$ cat src/include/sps_params.svh
// Constants for the standalone port signalling block: register offsets,
// field positions, reset values and timing figures.
// Assumes a 200 MHz sys_clk and a byte-addressed register port.
`ifndef SPS_PARAMS_SVH
`define SPS_PARAMS_SVH

// ****************************************
// Register offsets (byte addresses)
// ****************************************
`define SPS_ADDR_W 8
`define SPS_REG_STATUS 8'h00
`define SPS_REG_MASK 8'h04
`define SPS_REG_CTRL 8'h08
`define SPS_REG_CONFIG 8'h0C
`define SPS_REG_PORT 8'h10

// ****************************************
// Status and mask bits
// ****************************************
`define SPS_IRQ_W 5
`define SPS_IRQ_OCS 0
`define SPS_IRQ_PWR_FAULT 1
`define SPS_IRQ_VCONN_FAULT 2
`define SPS_IRQ_CFG_DONE 3
`define SPS_IRQ_LOCKED 4
`define SPS_MASK_RESET 5'h00

// ****************************************
// Control and config fields
// ****************************************
`define SPS_CTRL_RESTART 0
`define SPS_CFG_VALUE_LSB 0
`define SPS_CFG_MODE_LSB 4
`define SPS_CFG_ADDR_LSB 8
`define SPS_CFG_VALID 16
`define SPS_SLAVE_ADDR_BASE 7'h20

// ****************************************
// Timing
// ****************************************
`define SPS_CLK_PERIOD_NS 5
`define SPS_STRAP_SETTLE_NS 1000
`define SPS_RECOVER_NS 100000
`define SPS_SETTLE_CNT_W 8
`define SPS_RECOVER_CNT_W 15

`endif

$ cat src/include/sps_pkg.sv
// Types shared by the standalone port signalling block.
// Assumes nothing about its surroundings.
package sps_pkg;

   typedef enum logic [1:0] {
      SPS_MODE_COMPANION = 2'h0,
      SPS_MODE_UFP = 2'h1,
      SPS_MODE_DFP = 2'h2
   } sps_mode_t;

   // Gray along idle, powered, fault, recover
   typedef enum logic [2:0] {
      SPS_CONN_IDLE = 3'h0,
      SPS_CONN_POWERED = 3'h1,
      SPS_CONN_FAULT = 3'h3,
      SPS_CONN_RECOVER = 3'h2,
      SPS_CONN_LOCKED = 3'h6
   } sps_conn_t;

   typedef struct packed {
      logic valid;
      sps_mode_t mode;
      logic [6:0] slave_addr;
      logic [3:0] value;
   } sps_cfg_t;

   typedef struct packed {
      logic attached;
      logic [1:0] current;
   } sps_src_t;

endpackage

$ cat src/sps_strap_decode.sv
// Decode of the digitised configuration strap level.
// Assumes the level is already synchronised; purely combinational.
`timescale 1ns/1ps
`include "sps_params.svh"
module sps_strap_decode #(
   parameter bit STANDALONE = 1'b1
) (
   input wire logic [3:0] level,
   output sps_pkg::sps_mode_t mode,
   output logic [6:0] slave_addr
);

   // Top two level bits pick the mode, low two the address offset
   function automatic sps_pkg::sps_mode_t level_mode(input logic [1:0] hi);
      case (hi)
         2'h2: level_mode = sps_pkg::SPS_MODE_UFP;
         2'h3: level_mode = sps_pkg::SPS_MODE_DFP;
         default: level_mode = sps_pkg::SPS_MODE_COMPANION;
      endcase
   endfunction

   assign mode = STANDALONE ? level_mode(level[3:2]) : sps_pkg::SPS_MODE_COMPANION;
   assign slave_addr = `SPS_SLAVE_ADDR_BASE + {5'h00, level[1:0]};

endmodule

$ cat src/sps_sync.sv
// Two-stage synchroniser for pin inputs.
// Assumes the inputs are asynchronous to sys_clk.
`timescale 1ns/1ps
module sps_sync #(
   parameter int W = 1,
   parameter logic [W-1:0] INIT = '0
) (
   input wire logic sys_clk,
   input wire logic sys_rst,
   input wire logic [W-1:0] async_in,
   output logic [W-1:0] sync_out
);

   logic [W-1:0] meta_reg;
   logic [W-1:0] sync_reg;

   always_ff @(posedge sys_clk) begin
      if (sys_rst) begin
         meta_reg <= INIT;
         sync_reg <= INIT;
      end else begin
         meta_reg <= async_in;
         sync_reg <= meta_reg;
      end
   end

   assign sync_out = sync_reg;

endmodule

$ cat src/sps_top.sv
// Standalone port signalling: port power control, overcurrent recovery,
// sink current indicators, open-drain interrupt and strap capture.
// Assumes CC detection and fault logic on sys_clk drive src_status,
// sink_attached and vconn_fault; the register port is on sys_clk and all other inputs are pins.
`timescale 1ns/1ps
`include "sps_params.svh"
module sps_top #(
   parameter bit STANDALONE = 1'b1,
   parameter int unsigned RECOVER_CYCLES = `SPS_RECOVER_NS / `SPS_CLK_PERIOD_NS
) (
   input wire logic sys_clk,
   input wire logic sys_rst,
   input wire logic [7:0] reg_addr,
   input wire logic [31:0] reg_wdata,
   input wire logic reg_wr,
   input wire logic reg_rd,
   output logic [31:0] reg_rdata,
   input wire logic [3:0] cfg_strap_level,
   input wire logic err_recover,
   input wire logic overcurrent_sense_n,
   input wire logic ppc_fault_n,
   input wire logic vconn_fault,
   input wire logic sink_attached,
   input wire sps_pkg::sps_src_t src_status,
   output logic port_power,
   output logic sink_default_current_n_o,
   output logic sink_default_current_n_oe,
   output logic sink_medium_current_n_o,
   output logic sink_medium_current_n_oe,
   output logic sink_high_current_n_o,
   output logic sink_high_current_n_oe,
   output logic irq_n_o,
   output logic irq_n_oe
);

   localparam int unsigned SETTLE_CYCLES =
      (`SPS_STRAP_SETTLE_NS + `SPS_CLK_PERIOD_NS - 1) / `SPS_CLK_PERIOD_NS;

   // ****************************************
   // Pin synchronisers
   // ****************************************
   logic [3:0] strap_s;
   logic [2:0] pins_s;
   logic err_rec_s;
   logic ocs_s_n;
   logic ppc_fault_s_n;

   sps_sync #(.W(4), .INIT(4'h0)) u_strap_sync (
      .sys_clk(sys_clk),
      .sys_rst(sys_rst),
      .async_in(cfg_strap_level),
      .sync_out(strap_s)
   );

   wire ocs_n_pin_w = overcurrent_sense_n;
   wire ppc_n_pin_w = ppc_fault_n;

   sps_sync #(.W(3), .INIT(3'h6)) u_pin_sync (
      .sys_clk(sys_clk),
      .sys_rst(sys_rst),
      .async_in({ocs_n_pin_w, ppc_n_pin_w, err_recover}),
      .sync_out(pins_s)
   );

   assign ocs_s_n = pins_s[2];
   assign ppc_fault_s_n = pins_s[1];
   assign err_rec_s = pins_s[0];

   // ****************************************
   // Strap capture
   // ****************************************
   logic [`SPS_SETTLE_CNT_W-1:0] settle_reg;
   sps_pkg::sps_cfg_t cfg_reg;
   sps_pkg::sps_mode_t dec_mode;
   logic [6:0] dec_addr;
   logic cfg_take;

   sps_strap_decode #(.STANDALONE(STANDALONE)) u_decode (
      .level(strap_s),
      .mode(dec_mode),
      .slave_addr(dec_addr)
   );

   // Wait for the strap divider to settle, then take it once only
   assign cfg_take = !cfg_reg.valid && settle_reg == `SPS_SETTLE_CNT_W'(SETTLE_CYCLES - 1);

   always_ff @(posedge sys_clk) begin
      if (sys_rst) begin
         settle_reg <= '0;
         cfg_reg <= '0;
      end else if (cfg_take) begin
         cfg_reg <= '{valid: 1'b1, mode: dec_mode, slave_addr: dec_addr, value: strap_s};
      end else if (!cfg_reg.valid) begin
         settle_reg <= settle_reg + `SPS_SETTLE_CNT_W'(1);
      end
   end

   // Nothing standalone is driven until the strap is known
   wire mode_dfp = cfg_reg.valid && cfg_reg.mode == sps_pkg::SPS_MODE_DFP;
   wire mode_ufp = cfg_reg.valid && cfg_reg.mode == sps_pkg::SPS_MODE_UFP;

   // ****************************************
   // Register port
   // ****************************************
   logic [`SPS_IRQ_W-1:0] status_reg;
   logic [`SPS_IRQ_W-1:0] status_next;
   logic [`SPS_IRQ_W-1:0] mask_reg;
   logic [`SPS_IRQ_W-1:0] irq_set;
   logic [31:0] rdata_reg;
   logic [31:0] rdata_next;
   logic restart_reg;
   sps_pkg::sps_conn_t conn_reg;
   sps_pkg::sps_conn_t conn_next;

   wire sel_status = reg_addr == `SPS_REG_STATUS;
   wire sel_mask = reg_addr == `SPS_REG_MASK;
   wire sel_ctrl = reg_addr == `SPS_REG_CTRL;
   wire sel_config = reg_addr == `SPS_REG_CONFIG;
   wire sel_port = reg_addr == `SPS_REG_PORT;
   // Next mask is shared with the pin so the pin never lags a mask write
   wire [`SPS_IRQ_W-1:0] mask_next = (reg_wr && sel_mask) ? reg_wdata[`SPS_IRQ_W-1:0] : mask_reg;

   wire [31:0] config_word = {15'h0000, cfg_reg.valid, 1'b0, cfg_reg.slave_addr,
      2'h0, cfg_reg.mode, cfg_reg.value};
   wire [31:0] port_word = {22'h00_0000, sink_high_current_n_oe, sink_medium_current_n_oe,
      sink_default_current_n_oe, port_power, err_rec_s, ppc_fault_s_n, ocs_s_n, conn_reg};

   assign rdata_next = !reg_rd ? 32'h0000_0000 :
      sel_status ? {27'h000_0000, status_reg} :
      sel_mask ? {27'h000_0000, mask_reg} :
      sel_config ? config_word :
      sel_port ? port_word : 32'h0000_0000;

   always_ff @(posedge sys_clk) begin
      if (sys_rst) begin
         rdata_reg <= 32'h0000_0000;
         mask_reg <= `SPS_MASK_RESET;
         restart_reg <= 1'b0;
      end else begin
         rdata_reg <= rdata_next;
         mask_reg <= mask_next;
         restart_reg <= reg_wr && sel_ctrl && reg_wdata[`SPS_CTRL_RESTART];
      end
   end

   assign reg_rdata = rdata_reg;

   // ****************************************
   // Interrupt status
   // ****************************************
   wire fault_now = !ppc_fault_s_n || vconn_fault;

   always_comb begin
      irq_set = '0;
      irq_set[`SPS_IRQ_OCS] = mode_dfp && !ocs_s_n;
      irq_set[`SPS_IRQ_PWR_FAULT] = mode_dfp && !ppc_fault_s_n;
      irq_set[`SPS_IRQ_VCONN_FAULT] = mode_dfp && vconn_fault;
      irq_set[`SPS_IRQ_CFG_DONE] = cfg_take;
      irq_set[`SPS_IRQ_LOCKED] = conn_next == sps_pkg::SPS_CONN_LOCKED &&
         conn_reg != sps_pkg::SPS_CONN_LOCKED;
   end

   // Set beats a write-one clear in the same cycle
   assign status_next = (status_reg & ~((reg_wr && sel_status) ? reg_wdata[`SPS_IRQ_W-1:0] : '0))
      | irq_set;

   always_ff @(posedge sys_clk) begin
      if (sys_rst) begin
         status_reg <= '0;
         irq_n_oe <= 1'b0;
      end else begin
         status_reg <= status_next;
         irq_n_oe <= |(status_next & mask_next);
      end
   end

   // ****************************************
   // Connection state machine (downstream)
   // ****************************************
   logic [`SPS_RECOVER_CNT_W-1:0] rec_cnt_reg;
   wire rec_done = rec_cnt_reg == `SPS_RECOVER_CNT_W'(RECOVER_CYCLES - 1);

   always_comb begin
      conn_next = conn_reg;
      case (conn_reg)
         sps_pkg::SPS_CONN_IDLE: begin
            if (mode_dfp && sink_attached) begin
               conn_next = sps_pkg::SPS_CONN_POWERED;
            end
         end
         sps_pkg::SPS_CONN_POWERED: begin
            if (!mode_dfp || !sink_attached) begin
               conn_next = sps_pkg::SPS_CONN_IDLE;
            end else if (fault_now) begin
               conn_next = sps_pkg::SPS_CONN_FAULT;
            end
         end
         sps_pkg::SPS_CONN_FAULT: begin
            conn_next = err_rec_s ? sps_pkg::SPS_CONN_RECOVER : sps_pkg::SPS_CONN_LOCKED;
         end
         sps_pkg::SPS_CONN_RECOVER: begin
            if (!mode_dfp || rec_done) begin
               conn_next = sps_pkg::SPS_CONN_IDLE;
            end
         end
         sps_pkg::SPS_CONN_LOCKED: begin
            // Only software or a mode change releases the lock
            if (!mode_dfp || restart_reg) begin
               conn_next = sps_pkg::SPS_CONN_IDLE;
            end
         end
         default: conn_next = sps_pkg::SPS_CONN_IDLE;
      endcase
   end

   always_ff @(posedge sys_clk) begin
      if (sys_rst) begin
         conn_reg <= sps_pkg::SPS_CONN_IDLE;
         rec_cnt_reg <= '0;
         port_power <= 1'b0;
      end else begin
         conn_reg <= conn_next;
         rec_cnt_reg <= conn_reg == sps_pkg::SPS_CONN_RECOVER ?
            rec_cnt_reg + `SPS_RECOVER_CNT_W'(1) : '0;
         port_power <= conn_next == sps_pkg::SPS_CONN_POWERED;
      end
   end

   // ****************************************
   // Sink current indicators (upstream)
   // ****************************************
   // none while detached
   wire src_ok = mode_ufp && src_status.attached;

   always_ff @(posedge sys_clk) begin
      if (sys_rst) begin
         sink_default_current_n_oe <= 1'b0;
         sink_medium_current_n_oe <= 1'b0;
         sink_high_current_n_oe <= 1'b0;
      end else begin
         sink_default_current_n_oe <= src_ok && !src_status.current[1];
         sink_medium_current_n_oe <= src_ok && src_status.current == 2'h2;
         sink_high_current_n_oe <= src_ok && src_status.current == 2'h3;
      end
   end

   // Open-drain pins only ever drive low
   always_ff @(posedge sys_clk) begin
      if (sys_rst) begin
         sink_default_current_n_o <= 1'b0;
         sink_medium_current_n_o <= 1'b0;
         sink_high_current_n_o <= 1'b0;
         irq_n_o <= 1'b0;
      end else begin
         sink_default_current_n_o <= 1'b0;
         sink_medium_current_n_o <= 1'b0;
         sink_high_current_n_o <= 1'b0;
         irq_n_o <= 1'b0;
      end
   end
endmodule
$ cat config.mk
export PLATFORM = sky130hd
export DESIGN_NAME = sps_top
export DESIGN_NICKNAME = d
export VERILOG_FILES = /design/src/include/sps_pkg.sv /design/src/sps_strap_decode.sv /design/src/sps_sync.sv /design/src/sps_top.sv
export VERILOG_INCLUDE_DIRS = /design/src /design/src/include
export SDC_FILE = /design/constraint.sdc
export NUM_CORES = 1
export LEC_CHECK = 0
export ABC_AREA = 1
export BUFFER_PORTS_ARGS = -buffer_cell sky130_fd_sc_hd__buf_2
export CORE_UTILIZATION = 53
export CTS_BUF_LIST = sky130_fd_sc_hd__clkbuf_16
export CTS_CLUSTER_DIAMETER = 100
export DETAILED_ROUTE_END_ITERATION = 12
export PLACE_DENSITY = 0.8
export SLEW_MARGIN = 30
export SYNTH_ARGS = -nofsm -noshare
export SYNTH_HDL_FRONTEND = slang
export SYNTH_HIERARCHICAL = 1
export SYNTH_SLANG_ARGS = --single-unit
$ cat constraint.sdc
create_clock -name sys_clk -period 1.58 [get_ports sys_clk]
set_input_delay 0.079 -clock sys_clk [delete_from_list [all_inputs] [get_ports sys_clk]]
set_output_delay 0.079 -clock sys_clk [all_outputs]
set_load 0.01 [all_outputs]
## Word level (Yosys, flattened, before mapping)

Index checks and enable logic that the tools add are counted.
Widths: inputs -> output; s select.

| storage, ports and cells | value |
|---|---|
| bits of input ports | 56 |
| register bits after elaboration | 102 |
| word-level logic and storage cells | 103 |

| cells by class | value |
|---|---|
| add/subtract/negate cells | 3 |
| bitwise gates (word level) | 9 |
| eq/ne operators | 19 |
| reductions and logical operators | 35 |
| muxes and demuxes | 14 |

Operator list:

| operator | number |
|---|---|
| $mux 5 | 4 |
| $mux 3 | 6 |
| $mux 17 | 1 |
| $eq 8x4->1 const B | 2 |
| $logic_and 1x1->1 | 16 |
| $add 15x1->15 const B | 1 |
| $eq 15x15->1 const B | 1 |
| $pmux 3 s5 | 1 |
| $and 5x5->5 | 2 |
| $eq 2x2->1 const B | 5 |
| $mux 10 | 1 |
| $reduce_or 5->1 | 2 |
| $add 8x1->8 const B | 1 |
| $eq 8x3->1 const B | 1 |
| $eq 8x5->1 const B | 1 |
| $eq 8x8->1 const B | 1 |
| $logic_not 8->1 | 1 |
| $add 6x2->7 const A | 1 |
| $eq 3x1->1 const B | 2 |
| $eq 3x2->1 const B | 2 |
| $eq 3x3->1 const B | 2 |
| $logic_not 1->1 | 6 |
| $reduce_or 6->1 | 1 |
| $not 1->1 | 5 |
| other kinds (10) | 14 |

## Depth between registers and ports, before layout

Gate-level depths: netlist of the first run.

| depth | value |
|---|---|
| depth in word-level cells | 11 |
| mapped depth | 11 |
| gate-level depth less buffers | 11 |

## By module

Netlist of the first run, hierarchy kept.

Modules (own cells, without submodules):

| module | instances | cells an instance | seq. area each (um^2) | area each (um^2) |
|---|---|---|---|---|
| sps_top | 1 | 421 | 1441.4 | 3263.1 |
| sps_sync (u_strap_sync) | 1 | 25 | 160.2 | 231.5 |
| sps_sync (u_pin_sync) | 1 | 19 | 120.1 | 168.9 |
| sps_strap_decode | 1 | 13 | 0.0 | 77.6 |

## Worst setup path after synthesis of the first run

No wires, ideal clock.

| timing path | value |
|---|---|
| kind | reg2reg |
| start | register rec_cnt_reg[0] |
| end | register rec_cnt_reg[12] |
| cell stages (with the launch flop) | 9 |
| data arrival time | 1.233 ns |
| required time | 1.458 ns |
| library setup time | 0.122 ns |
| setup slack | 0.226 ns |
| cell sequence | dfxtp_1 -> ha_1 -> nand2_1 -> nor2_4 -> nand3_2 -> nor3_4 -> nand2_2 -> o21ai_0 -> a21oi_1 |

| on the way | value |
|---|---|
| word-level cells in the longest chain between the ends | 1 |

Ends and longest elaborated chain:

| element | RTL line | text |
|---|---|---|
| from (decl) | sps_top.sv:180 | `` logic [`SPS_RECOVER_CNT_W-1:0] rec_cnt_reg; `` |
| from (signal assigned) | sps_top.sv:223 | `rec_cnt_reg <= conn_reg == sps_pkg::SPS_CONN_RECOVER ?` |
| $add 15x1->15 | sps_top.sv:224 | `` rec_cnt_reg + `SPS_RECOVER_CNT_W'(1) : '0; `` |

Every way passes these cells.
A chain may end at the register's enable or synchronous reset.

## Final worst setup path of the first run

| timing path | value |
|---|---|
| start | register settle_reg[0] |
| end | register irq_n_oe |

| on the way | value |
|---|---|
| word-level cells in the longest chain between the ends | 5 |

Ends and longest elaborated chain:

| element | RTL line | text |
|---|---|---|
| from (decl) | sps_top.sv:72 | `` logic [`SPS_SETTLE_CNT_W-1:0] settle_reg; `` |
| from (signal assigned) | sps_top.sv:94 | `` settle_reg <= settle_reg + `SPS_SETTLE_CNT_W'(1); `` |
| $eq 8x8->1 | sps_top.sv:85 | `` assign cfg_take = !cfg_reg.valid && settle_reg == `SPS_SETTLE_CNT_W'(SETTLE_CYCLES - 1); `` |
| $logic_and 1x1->1 | sps_top.sv:85 |  |
| $or 5x5->5 | sps_top.sv:164 | `` assign status_next = (status_reg & ~((reg_wr && sel_status) ? reg_wdata[`SPS_IRQ_W-1:0] : '0)) `` |
| $and 5x5->5 | sps_top.sv:173 | `irq_n_oe <= \|(status_next & mask_next);` |
| $reduce_or 5->1 | sps_top.sv:173 |  |
| to (signal assigned) | sps_top.sv:173 |  |
| to (decl) | sps_top.sv:33 | `output logic irq_n_oe` |

Every way passes these cells.

==> results.py, run 1 <==
metrics = {
    "power": {
        "seqPwrFrac": 0.508,
        "power_leakage_nw": 1.878,
        "p_per_area_nw_per_um2": 988.4,
        "comb_power_share": 0.045,
        "ir_drop_v": 0.0006718,
        "p_sw_frac": 0.2313,
        "switchingPower_mw": 1.004,
        "power.internal_mw": 3.336,
        "clock_power_share": 0.447,
    },
    "route": {
        "drt-total-wl_um": 7471,
        "drc": 0,
        "first_pass_iters": 5,
        "drt_iter0_markers": 163,
        "avgViaCountPerCell": 4.813,
        "antenna_left": 0,
        "vias": 3095,
        "routedWlPerCell_um": 11.62,
    },
    "logic_synthesis": {
        "synth_cells": 478,
        "synthFlopType": "dfxtp_1",
        "ys_types": 39,
        "synth_area_leaders": "dfxtp_1, nand2_1, inv_1, a21oi_1, buf_4",
        "synth-seq-cells": 86,
        "synth_top_area_frac": 0.4602,
        "synth_area_per_cell_um2": 7.827,
        "yosysMostFrequentCell": "nand2_1",
        "synth-async-reset-ratio": 0,
        "yosysWarnings": 6,
        "netlist_area_um2": 3741,
        "synth_commonest_cells": "nand2_1, dfxtp_1, inv_1",
        "synth_edf_count": 0,
        "ys_seq_area_frac": 0.4602,
        "yosysTopAreaCell": "dfxtp_1",
    },
    "clock_tree": {
        "htreeDepth": 3,
        "clk_latency_ps": 340,
        "cts_num_sinks": 86,
        "cts_buffers": 9,
        "cts_buffer_depth": 2,
        "cts_root_buf": "clkbuf_16",
        "cts_tree": "done",
        "path_clk_slew_ps": 70,
    },
    "timing": {
        "finalHoldViolCount": 0,
        "clock.fmax_mhz": 652.4,
        "setup_ws_ps": 47.22,
        "rsz0062_at_grt": "true",
        "timing.final.setup_violations": 0,
        "finClkSkew_ps": 7.708,
        "fin_crit_sh": 0.9701,
        "fin_hold_ws_ps": 10.49,
        "fin_crit_ps": 1533,
        "drv_slew": 0,
    },
    "placed_design": {
        "dp_slack_ps": 67.53,
        "portBuffers": 49,
        "dpl_cell_area_um2": 3975,
        "hpwl_um": 5290,
        "globalplace.congestion": 0.8769,
        "placed_cells": 615,
    },
    "min_path": {
        "holdPathStages": 4,
        "hold_class": "primary input to flop",
    },
    "final_layout": {
        "fillers": 569,
        "postLayoutCoreUtil": 0.6462,
        "antennaDiodeCount": 0,
        "area_growth_pct": 17.36,
        "multi_input_area_um2": 1560,
        "post_layout_nonfiller_instances": 643,
        "largest_register_ffs": 16,
        "register_area_um2": 1724,
        "stdcell_area_um2": 4390,
        "nets": 600,
        "drive_gt1_frac": 0.2285,
    },
    "worst_setup_path": {
        "cp-end-kind": "flop",
        "cp.required_ps": 1810,
        "start_kind": "flop",
        "worstPathMaxFanout": 13,
        "crit_arrival_ps": 1760,
        "path_class": "flop to flop",
        "reg2regPathDepth": 10,
    },
    "floorplan": {
        "floorplan.die_area_um2": 7399,
        "die_w_um": 86.02,
        "die_h_um": 86.02,
        "num_rows": 30,
        "core_area_um2": 6794,
        "start_util": 0.5506,
        "ioPinCount": 97,
    },
    "flow_run": {
        "max-cap-violations": 0,
    },
    "outcome": {
        "status": "finished, final reports clean",
    },
    "global_routing": {
        "antenna_found_initial": 0,
        "grt_pass1_wl_um": 12030,
        "grt_overflow": 0,
        "grt_max_degree": 26,
        "grt_util_met1": 0.2406,
        "grt_pass1_vias": 2780,
        "busiest_layer": "met2",
        "grt_use_met2": 0.3709,
        "use_met3": 0.05775,
        "grt_util_all_layers": 0.2110,
    },
}
kinds of logic (layout without fill, tap and decap cells):
logic type | count (synthesis) | after routing | synth area share
AO/OA/AOI/OAI | 73 | 73 | 0.1060
other | 3 | 25 | 0.003010
adder cells (fa/ha/maj) | 2 | 2 | 0.006688
flip-flops | 86 | 86 | 0.4602
XOR/XNOR | 1 | 1 | 0.002342
buffers and inverters | 108 | 155 | 0.1468
AND/OR/NAND/NOR | 205 | 205 | 0.2749
worst paths after layout:
path	startpoint	end	slack [ps]
worst max-delay path	settle_reg[0]$_SDFFE_PP0P_	irq_n_oe$_SDFF_PP0_	50
worst min-delay path	reg_addr[0]	restart_reg$_SDFF_PP0_	10
worst max register to register	settle_reg[0]$_SDFFE_PP0P_	irq_n_oe$_SDFF_PP0_	50
worst min register to register	u_strap_sync/meta_reg[3]$_SDFF_PP0_	u_strap_sync/sync_out[3]$_SDFF_PP0_	400
power by group through the flow:
stage	Clock [mW]	Sequential [mW]	Combinational, mW
6_report	1.94	2.20	0.197
2_1_floorplan	0	2.25	0.158
3_3_place_gp	0	2.25	0.171
5_1_grt	2.07	2.21	0.221
3_5_place_dp	0	2.25	0.176
4_1_cts	1.97	2.20	0.196
layer usage:
layer  routed length [um]  up-vias
met5                    0        -
met4                  143        0
met3                  382       15
met2                 3721       94
met1                 3224     1398
li1                     -     1588
worst max-delay path: stages (launching register included):
cell     delay [ps]
dfxtp_2         330
ha_1            220
inv_1           100
nor2_2           60
nand3_2         130
buf_12          150
nand2_1          50
nand2_1          70
nand2_1          60
o21ai_1         170
nand2_1          80
area by class of cell:
class,instances,area share
clock buffer,9,0.05130
clock inverter,7,0.01140
inverter,70,0.05985
multi-input combinational,306,0.3554
sequential,86,0.3927
tap,96,0.02736
timing repair buffer,69,0.1020
through the flow:
step           setup TNS [ps]  total power [mW]
2_1_floorplan               0             2.408
3_3_place_gp                0             2.423
3_5_place_dp                0             2.429
4_1_cts                     0             4.371
5_1_grt                -45.93             4.496
6_report                    0             4.340
cells in the final DEF (no fill, tap or decap), types with 5 or more instances in the layout:
master	instances
nand2_2	8
inv_1	64
nand3_1	15
dfxtp_1	84
buf_2	49
nor2_1	40
dlygate4sd3_1	9
a21oi_1	41
clkbuf_16	10
nor2_2	11
inv_2	7
nand3_2	7
nor2_4	5
o21ai_1	10
buf_4	9
nor3_1	7
o21ai_0	11
conb_1	25
nand2_1	87
nand4_1	7
repair_timing:
action                     4_1_cts  5_1_grt
pin swaps                        2        1
hold buffers                     9        0
cloned                           0        1
setup endpoints to repair        1        4
setup buffers                    2        0
gates resized for setup          2        3
hold endpoints to repair         9        0
Power figures use the tool's default switching activity.
==> run 2, diff against run 1 <==
ABC_AREA = default   (was 1)
CORE_UTILIZATION = 52   (was 53)
PLACE_DENSITY = 0.79   (was 0.8)
==> results.py, run 2 <==
metrics = {
    "placed_design": {
        "placed_cells": 520,
        "hpwl_um": 5164,
        "globalplace.congestion": 0.8741,
        "dp_slack_ps": -97.24,
        "portBuffers": 49,
    },
    "clock_tree": {
        "clk_latency_ps": 330,
        "cts_root_buf": "clkbuf_16",
        "cts_tree": "done",
        "path_clk_slew_ps": 60,
        "cts_buffer_depth": 2,
        "cts_num_sinks": 86,
        "htreeDepth": 3,
        "cts_buffers": 9,
    },
    "final_layout": {
        "postLayoutCoreUtil": 0.6935,
        "drive_gt1_frac": 0.2766,
        "register_area_um2": 1728,
        "antennaDiodeCount": 0,
        "nets": 523,
        "fillers": 493,
        "post_layout_nonfiller_instances": 547,
        "area_growth_pct": 27.22,
        "layout_commonest_cell": "dfxtp_1",
        "largest_register_ffs": 16,
        "final_cell_mix": "dfxtp_1, nor2_1, buf_2",
        "multi_input_area_um2": 1673,
    },
    "timing": {
        "fin_crit_ps": 1652,
        "clock.fmax_mhz": 605.2,
        "slew_headroom": 0.6501,
        "fin_crit_sh": 1.046,
        "drv_slew": 0,
        "rsz0062_at_grt": "true",
        "tightest_slew_ps": 520.8,
        "finClkSkew_ps": 3.696,
        "finalHoldViolCount": 0,
        "setup_ws_ps": -72.39,
        "timing.final.setup_violations": 3,
    },
    "logic_synthesis": {
        "ys_seq_area_frac": 0.4890,
        "synth_area_leaders": "dfxtp_1, nor2_1, mux2i_1, buf_4, xor2_1",
        "synth_cells": 373,
        "ys_types": 51,
        "synth_edf_count": 0,
        "synth-async-reset-ratio": 0,
        "synth-seq-cells": 86,
        "yosysMostFrequentCell": "dfxtp_1",
        "yosysWarnings": 6,
        "netlist_area_um2": 3521,
        "synth_commonest_cells": "dfxtp_1, nor2_1, buf_4",
        "synthFlopType": "dfxtp_1",
        "synth_top_area_frac": 0.4890,
        "yosysTopAreaCell": "dfxtp_1",
        "synth_area_per_cell_um2": 9.439,
    },
    "worst_setup_path": {
        "critPathTopFamily": "simple AND/OR/NAND/NOR gates",
        "crit_buf_inv": 0,
        "cp.required_ps": 1850,
        "path_cells": "ha_4 > nand3_4 > or4_4 > or3_1 > a21oi_2",
        "cpPeakStageDelay_ps": 520,
        "path_class": "flop to flop",
        "crit_arrival_ps": 1920,
        "start_kind": "flop",
        "cp_slowest_cell": "or4_4",
        "cp-end-kind": "flop",
        "worstPathMaxFanout": 4,
    },
    "floorplan": {
        "core_area_um2": 6459,
        "die_h_um": 84.29,
        "ioPinCount": 97,
        "floorplan.die_area_um2": 7104,
        "die_w_um": 84.29,
        "start_util": 0.5451,
        "num_rows": 29,
    },
    "route": {
        "drc": 16,
        "antenna_left": 0,
        "drt_iter0_markers": 226,
        "first_pass_iters": 9,
        "routedWlPerCell_um": 13.32,
        "avgViaCountPerCell": 5.176,
        "vias": 2831,
        "drt-total-wl_um": 7288,
    },
    "global_routing": {
        "grt_util_all_layers": 0.2188,
        "grt_pass1_vias": 2665,
        "grt_overflow": 0,
        "grt_pass1_wl_um": 12060,
        "grt_max_degree": 23,
        "antenna_found_initial": 0,
    },
    "power": {
        "p_per_area_nw_per_um2": 1004,
        "power_leakage_nw": 2.000,
        "totalPowerFinal_mw": 4.498,
        "ir_drop_v": 0.0007180,
    },
    "outcome": {
        "status": "finished, violations left",
        "violations": "design-rule violations, negative setup slack",
    },
    "flow_run": {
        "max-cap-violations": 0,
    },
    "min_path": {
        "hold_class": "primary input to flop",
    },
}
[run 2: cell types whose count changed after synthesis, moves of 8 or more]
cell	previous run	this run
o21ai_1	10	0
nor2_1	42	62
inv_1	63	6
a21oi_1	41	12
and3_1	2	10
mux2i_1	0	22
nand2_1	88	9
xor2_1	1	12
nor2b_1	0	15
nor2_2	9	0
[run 2: area by class of cell]
type	instances	area share
multi-input combinational	262	0.3735
inverter	6	0.005028
clock inverter	7	0.01648
tap	77	0.02151
timing repair buffer	100	0.1475
sequential	86	0.3858
clock buffer	9	0.05028
[run 2: tightest hold or removal path, stage by stage]
cell and delay [ps]:
buf_2 90, mux2i_1 70, nor2_1 80
[run 2: cell families after synthesis]
| logic type | share of synthesized area |
|---|---|
| AOI/OAI and AO/OA | 0.06006 |
| adders and majority gates | 0.007106 |
| DFF | 0.4890 |
| buffers and inverters | 0.08138 |
| other | 0.003198 |
| xor gates and xnor gates | 0.04478 |
| muxes | 0.06254 |
| and+or+nand+nor | 0.2520 |
[run 2: report_power, final]
part / switching [mW] / internal [mW]
clock network: 0.833 / 1.23
registers: 0.0137 / 2.19
logic: 0.127 / 0.107
total: 0.973 / 3.52
[run 2: layer usage]
metal  track usage  share of wire  vias up
met5             0              0        -
met1        0.2577           0.44     1324
met4       0.07053          0.011        0
met3       0.06686          0.065       10
met2        0.3808           0.49       94
li1              -              -     1403
[run 2: what timing repair did]
| action | 4_1_cts | 5_1_grt |
|---|---|---|
| resized for setup | 2 | 14 |
| setup buffers | 0 | 1 |
| pin swaps | 3 | 3 |
| endpoints found under the setup margin | 6 | 22 |
| endpoints found under the hold margin | 9 | 0 |
| hold buffers | 10 | 0 |
[run 2: final timing paths]
kind                                                         from                                end  slack [ps]  depth (start not counted)
worst max-delay path                    rec_cnt_reg[0]$_SDFF_PP0_         rec_cnt_reg[14]$_SDFF_PP0_         -70                          5
worst min-delay path                                 reg_wdata[3]             mask_reg[3]$_SDFF_PP0_          30                          3
worst max register to register          rec_cnt_reg[0]$_SDFF_PP0_         rec_cnt_reg[14]$_SDFF_PP0_         -70                          5
worst min register to register  u_pin_sync/meta_reg[2]$_SDFF_PP1_  u_pin_sync/sync_out[2]$_SDFF_PP1_         410                          1
[run 2: through the flow]
step | instance area (um^2) | TNS (ps) | hold WS, ps
after CTS | 4417 | -149.6 | 25.95
after floorplan | 3628 | -145.2 | 150.5
after detailed placement | 4004 | -202.9 | 248.9
after global routing | 4479 | -420.8 | 44.46
after global placement | 4004 | -87.64 | 246.6
final | 4479 | -124.2 | 30.59
==> run 3, diff against run 2 <==
ABC_AREA = 1   (was default)
CORE_UTILIZATION = 40   (was 52)
PLACE_DENSITY = default   (was 0.79)
SYNTH_HIERARCHICAL = default   (was 1)
==> results.py, run 3 <==
metrics = {
    "power": {
        "p_sw_frac": 0.2114,
        "clock_power_share": 0.480,
        "seqPwrFrac": 0.474,
        "p_per_area_nw_per_um2": 1008,
        "comb_power_share": 0.045,
        "power_leakage_nw": 1.708,
        "switchingPower_mw": 0.8470,
        "ir_drop_v": 0.0006247,
        "power.internal_mw": 3.160,
    },
    "placed_design": {
        "globalplace.congestion": 0.8621,
        "dp_slack_ps": 28.75,
        "portBuffers": 45,
        "hpwl_um": 4780,
        "dpl_cell_area_um2": 3535,
    },
    "logic_synthesis": {
        "synth_area_per_cell_um2": 7.744,
        "ys_seq_area_frac": 0.4523,
        "synth_edf_count": 0,
        "yosysWarnings": 0,
        "ys_types": 36,
        "synth_top_area_frac": 0.4523,
        "yosysTopAreaCell": "dfxtp_1",
        "yosysMostFrequentCell": "dfxtp_1",
        "synthFlopType": "dfxtp_1",
        "synth_area_leaders": "dfxtp_1, nand2_1, inv_1, a21oi_1, buf_4",
        "netlist_area_um2": 3276,
        "synth_commonest_cells": "dfxtp_1, nand2_1, inv_1",
        "synth_cells": 423,
        "synth-seq-cells": 74,
        "synth-async-reset-ratio": 0,
    },
    "clock_tree": {
        "cts_root_buf": "clkbuf_16",
        "htreeDepth": 3,
        "clk_latency_ps": 320,
        "cts_num_sinks": 74,
        "cts_buffer_depth": 2,
        "cts_buffers": 9,
        "cts_tree": "done",
        "path_clk_slew_ps": 50,
    },
    "global_routing": {
        "grt_pass1_wl_um": 10980,
        "grt_pass1_vias": 2425,
        "antenna_found_initial": 0,
        "grt_use_met2": 0.2475,
        "grt_max_degree": 30,
        "use_met3": 0.03284,
        "busiest_layer": "met2",
        "grt_util_met1": 0.2238,
        "grt_overflow": 0,
        "grt_util_all_layers": 0.1647,
    },
    "floorplan": {
        "start_util": 0.4196,
        "core_area_um2": 7807,
        "floorplan.die_area_um2": 8555,
        "num_rows": 32,
        "die_w_um": 92.50,
        "die_h_um": 92.50,
        "ioPinCount": 97,
    },
    "final_layout": {
        "drive_gt1_frac": 0.2247,
        "postLayoutCoreUtil": 0.5093,
        "nets": 547,
        "area_growth_pct": 21.39,
        "fillers": 770,
        "final_cell_mix": "dfxtp_1, nand2_1, inv_1",
        "layout_commonest_cell": "dfxtp_1",
        "multi_input_area_um2": 1466,
        "antennaDiodeCount": 0,
        "register_area_um2": 1484,
        "stdcell_area_um2": 3976,
        "largest_register_ffs": 15,
    },
    "timing": {
        "drv_slew": 0,
        "timing.final.setup_violations": 0,
        "finClkSkew_ps": 5.120,
        "setup_ws_ps": 87.60,
        "rsz0062_at_grt": "true",
        "finalHoldViolCount": 0,
        "fin_crit_sh": 0.9446,
        "clock.fmax_mhz": 670.1,
        "fin_crit_ps": 1492,
    },
    "route": {
        "antenna_left": 0,
        "drt-total-wl_um": 6465,
        "vias": 2753,
        "drc": 0,
        "avgViaCountPerCell": 4.619,
        "first_pass_iters": 4,
        "drt_iter0_markers": 129,
        "routedWlPerCell_um": 10.85,
    },
    "worst_setup_path": {
        "cp_slowest_cell": "dfxtp_2",
        "path_cells": "ha_2 > nand2_1 > nor2_2 > nand3_2 > nor3_4 > nand2_2 > nor2_2 > nand3_1 > nand2_1 > a21oi_1",
        "worstPathMaxFanout": 3,
        "path_class": "flop to flop",
        "start_kind": "flop",
        "cp-end-kind": "flop",
        "cp.required_ps": 1790,
        "cpPeakStageDelay_ps": 330,
        "crit_arrival_ps": 1700,
    },
    "outcome": {
        "status": "finished, final reports clean",
    },
    "min_path": {
        "hold_class": "primary input to flop",
    },
    "flow_run": {
        "max-cap-violations": 0,
    },
}
## run 3: power by group through the flow
stage,registers (mW),clock network (mW),logic [mW]
detailed placement,1.94,0,0.164
CTS,1.90,1.98,0.181
finish,1.90,1.92,0.181
floorplan,1.94,0,0.144
global route,1.90,2.07,0.205
global placement,1.94,0,0.162
## run 3: stage by stage
stage | hold slack, ps | std cells | setup TNS (ps) | power [mW]
6_report | 60.67 | 596 | 0 | 4.007
5_1_grt | 55.31 | 596 | -116.9 | 4.176
4_1_cts | 49.60 | 591 | 0 | 4.058
3_5_place_dp | 264.9 | 566 | 0 | 2.105
3_3_place_gp | 262.2 | 566 | 0 | 2.103
2_1_floorplan | 155.8 | 446 | 0 | 2.083
## run 3: what timing repair did
action,4_1_cts,5_1_grt
endpoints found under the hold margin,9,0
hold buffers,9,0
setup endpoints to repair,0,6
buffers inserted,0,5
gates resized for setup,0,10
## run 3: critical path, delay by kind of cell, from the launching register on
kind	cells	cell delay [ps]
flops	1	330
simple gates	8	840
compound gates	1	40
fa+ha+maj	1	170
## run 3: path summary, 6_finish.rpt
path | startpoint | slack, ps | depth (start not counted) | to
max reg2reg | rec_cnt_reg[0]$_SDFF_PP0_ | 90 | 10 | rec_cnt_reg[12]$_SDFF_PP0_
min reg2reg | u_strap_sync.meta_reg[0]$_SDFF_PP0_ | 400 | 2 | u_strap_sync.sync_out[0]$_SDFF_PP0_
max | rec_cnt_reg[0]$_SDFF_PP0_ | 90 | 10 | rec_cnt_reg[12]$_SDFF_PP0_
min | sink_attached | 60 | 3 | conn_reg[0]$_SDFF_PP0_
## run 3: layout make-up
type	count	share of cell area
sequential	74	0.3732
timing repair buffer	63	0.09629
inverter	61	0.05790
clock inverter	7	0.01510
clock buffer	9	0.05664
multi-input combinational	280	0.3688
tap	102	0.03210
## run 3: cell families after synthesis
kind of cell    share of synthesized area
compound gates                     0.1050
simple gates                       0.2941
other cells                      0.001145
flops                              0.4523
fa+ha+maj                        0.007638
buf+inv                            0.1344
xor+xnor                         0.005349
## run 3: routing by layer
| metal | up-vias | share of wire |
|---|---|---|
| met2 | 83 | 0.44 |
| met4 | 0 | 0.020 |
| met5 | - | 0 |
| met1 | 1208 | 0.48 |
| met3 | 12 | 0.063 |
| li1 | 1450 | - |
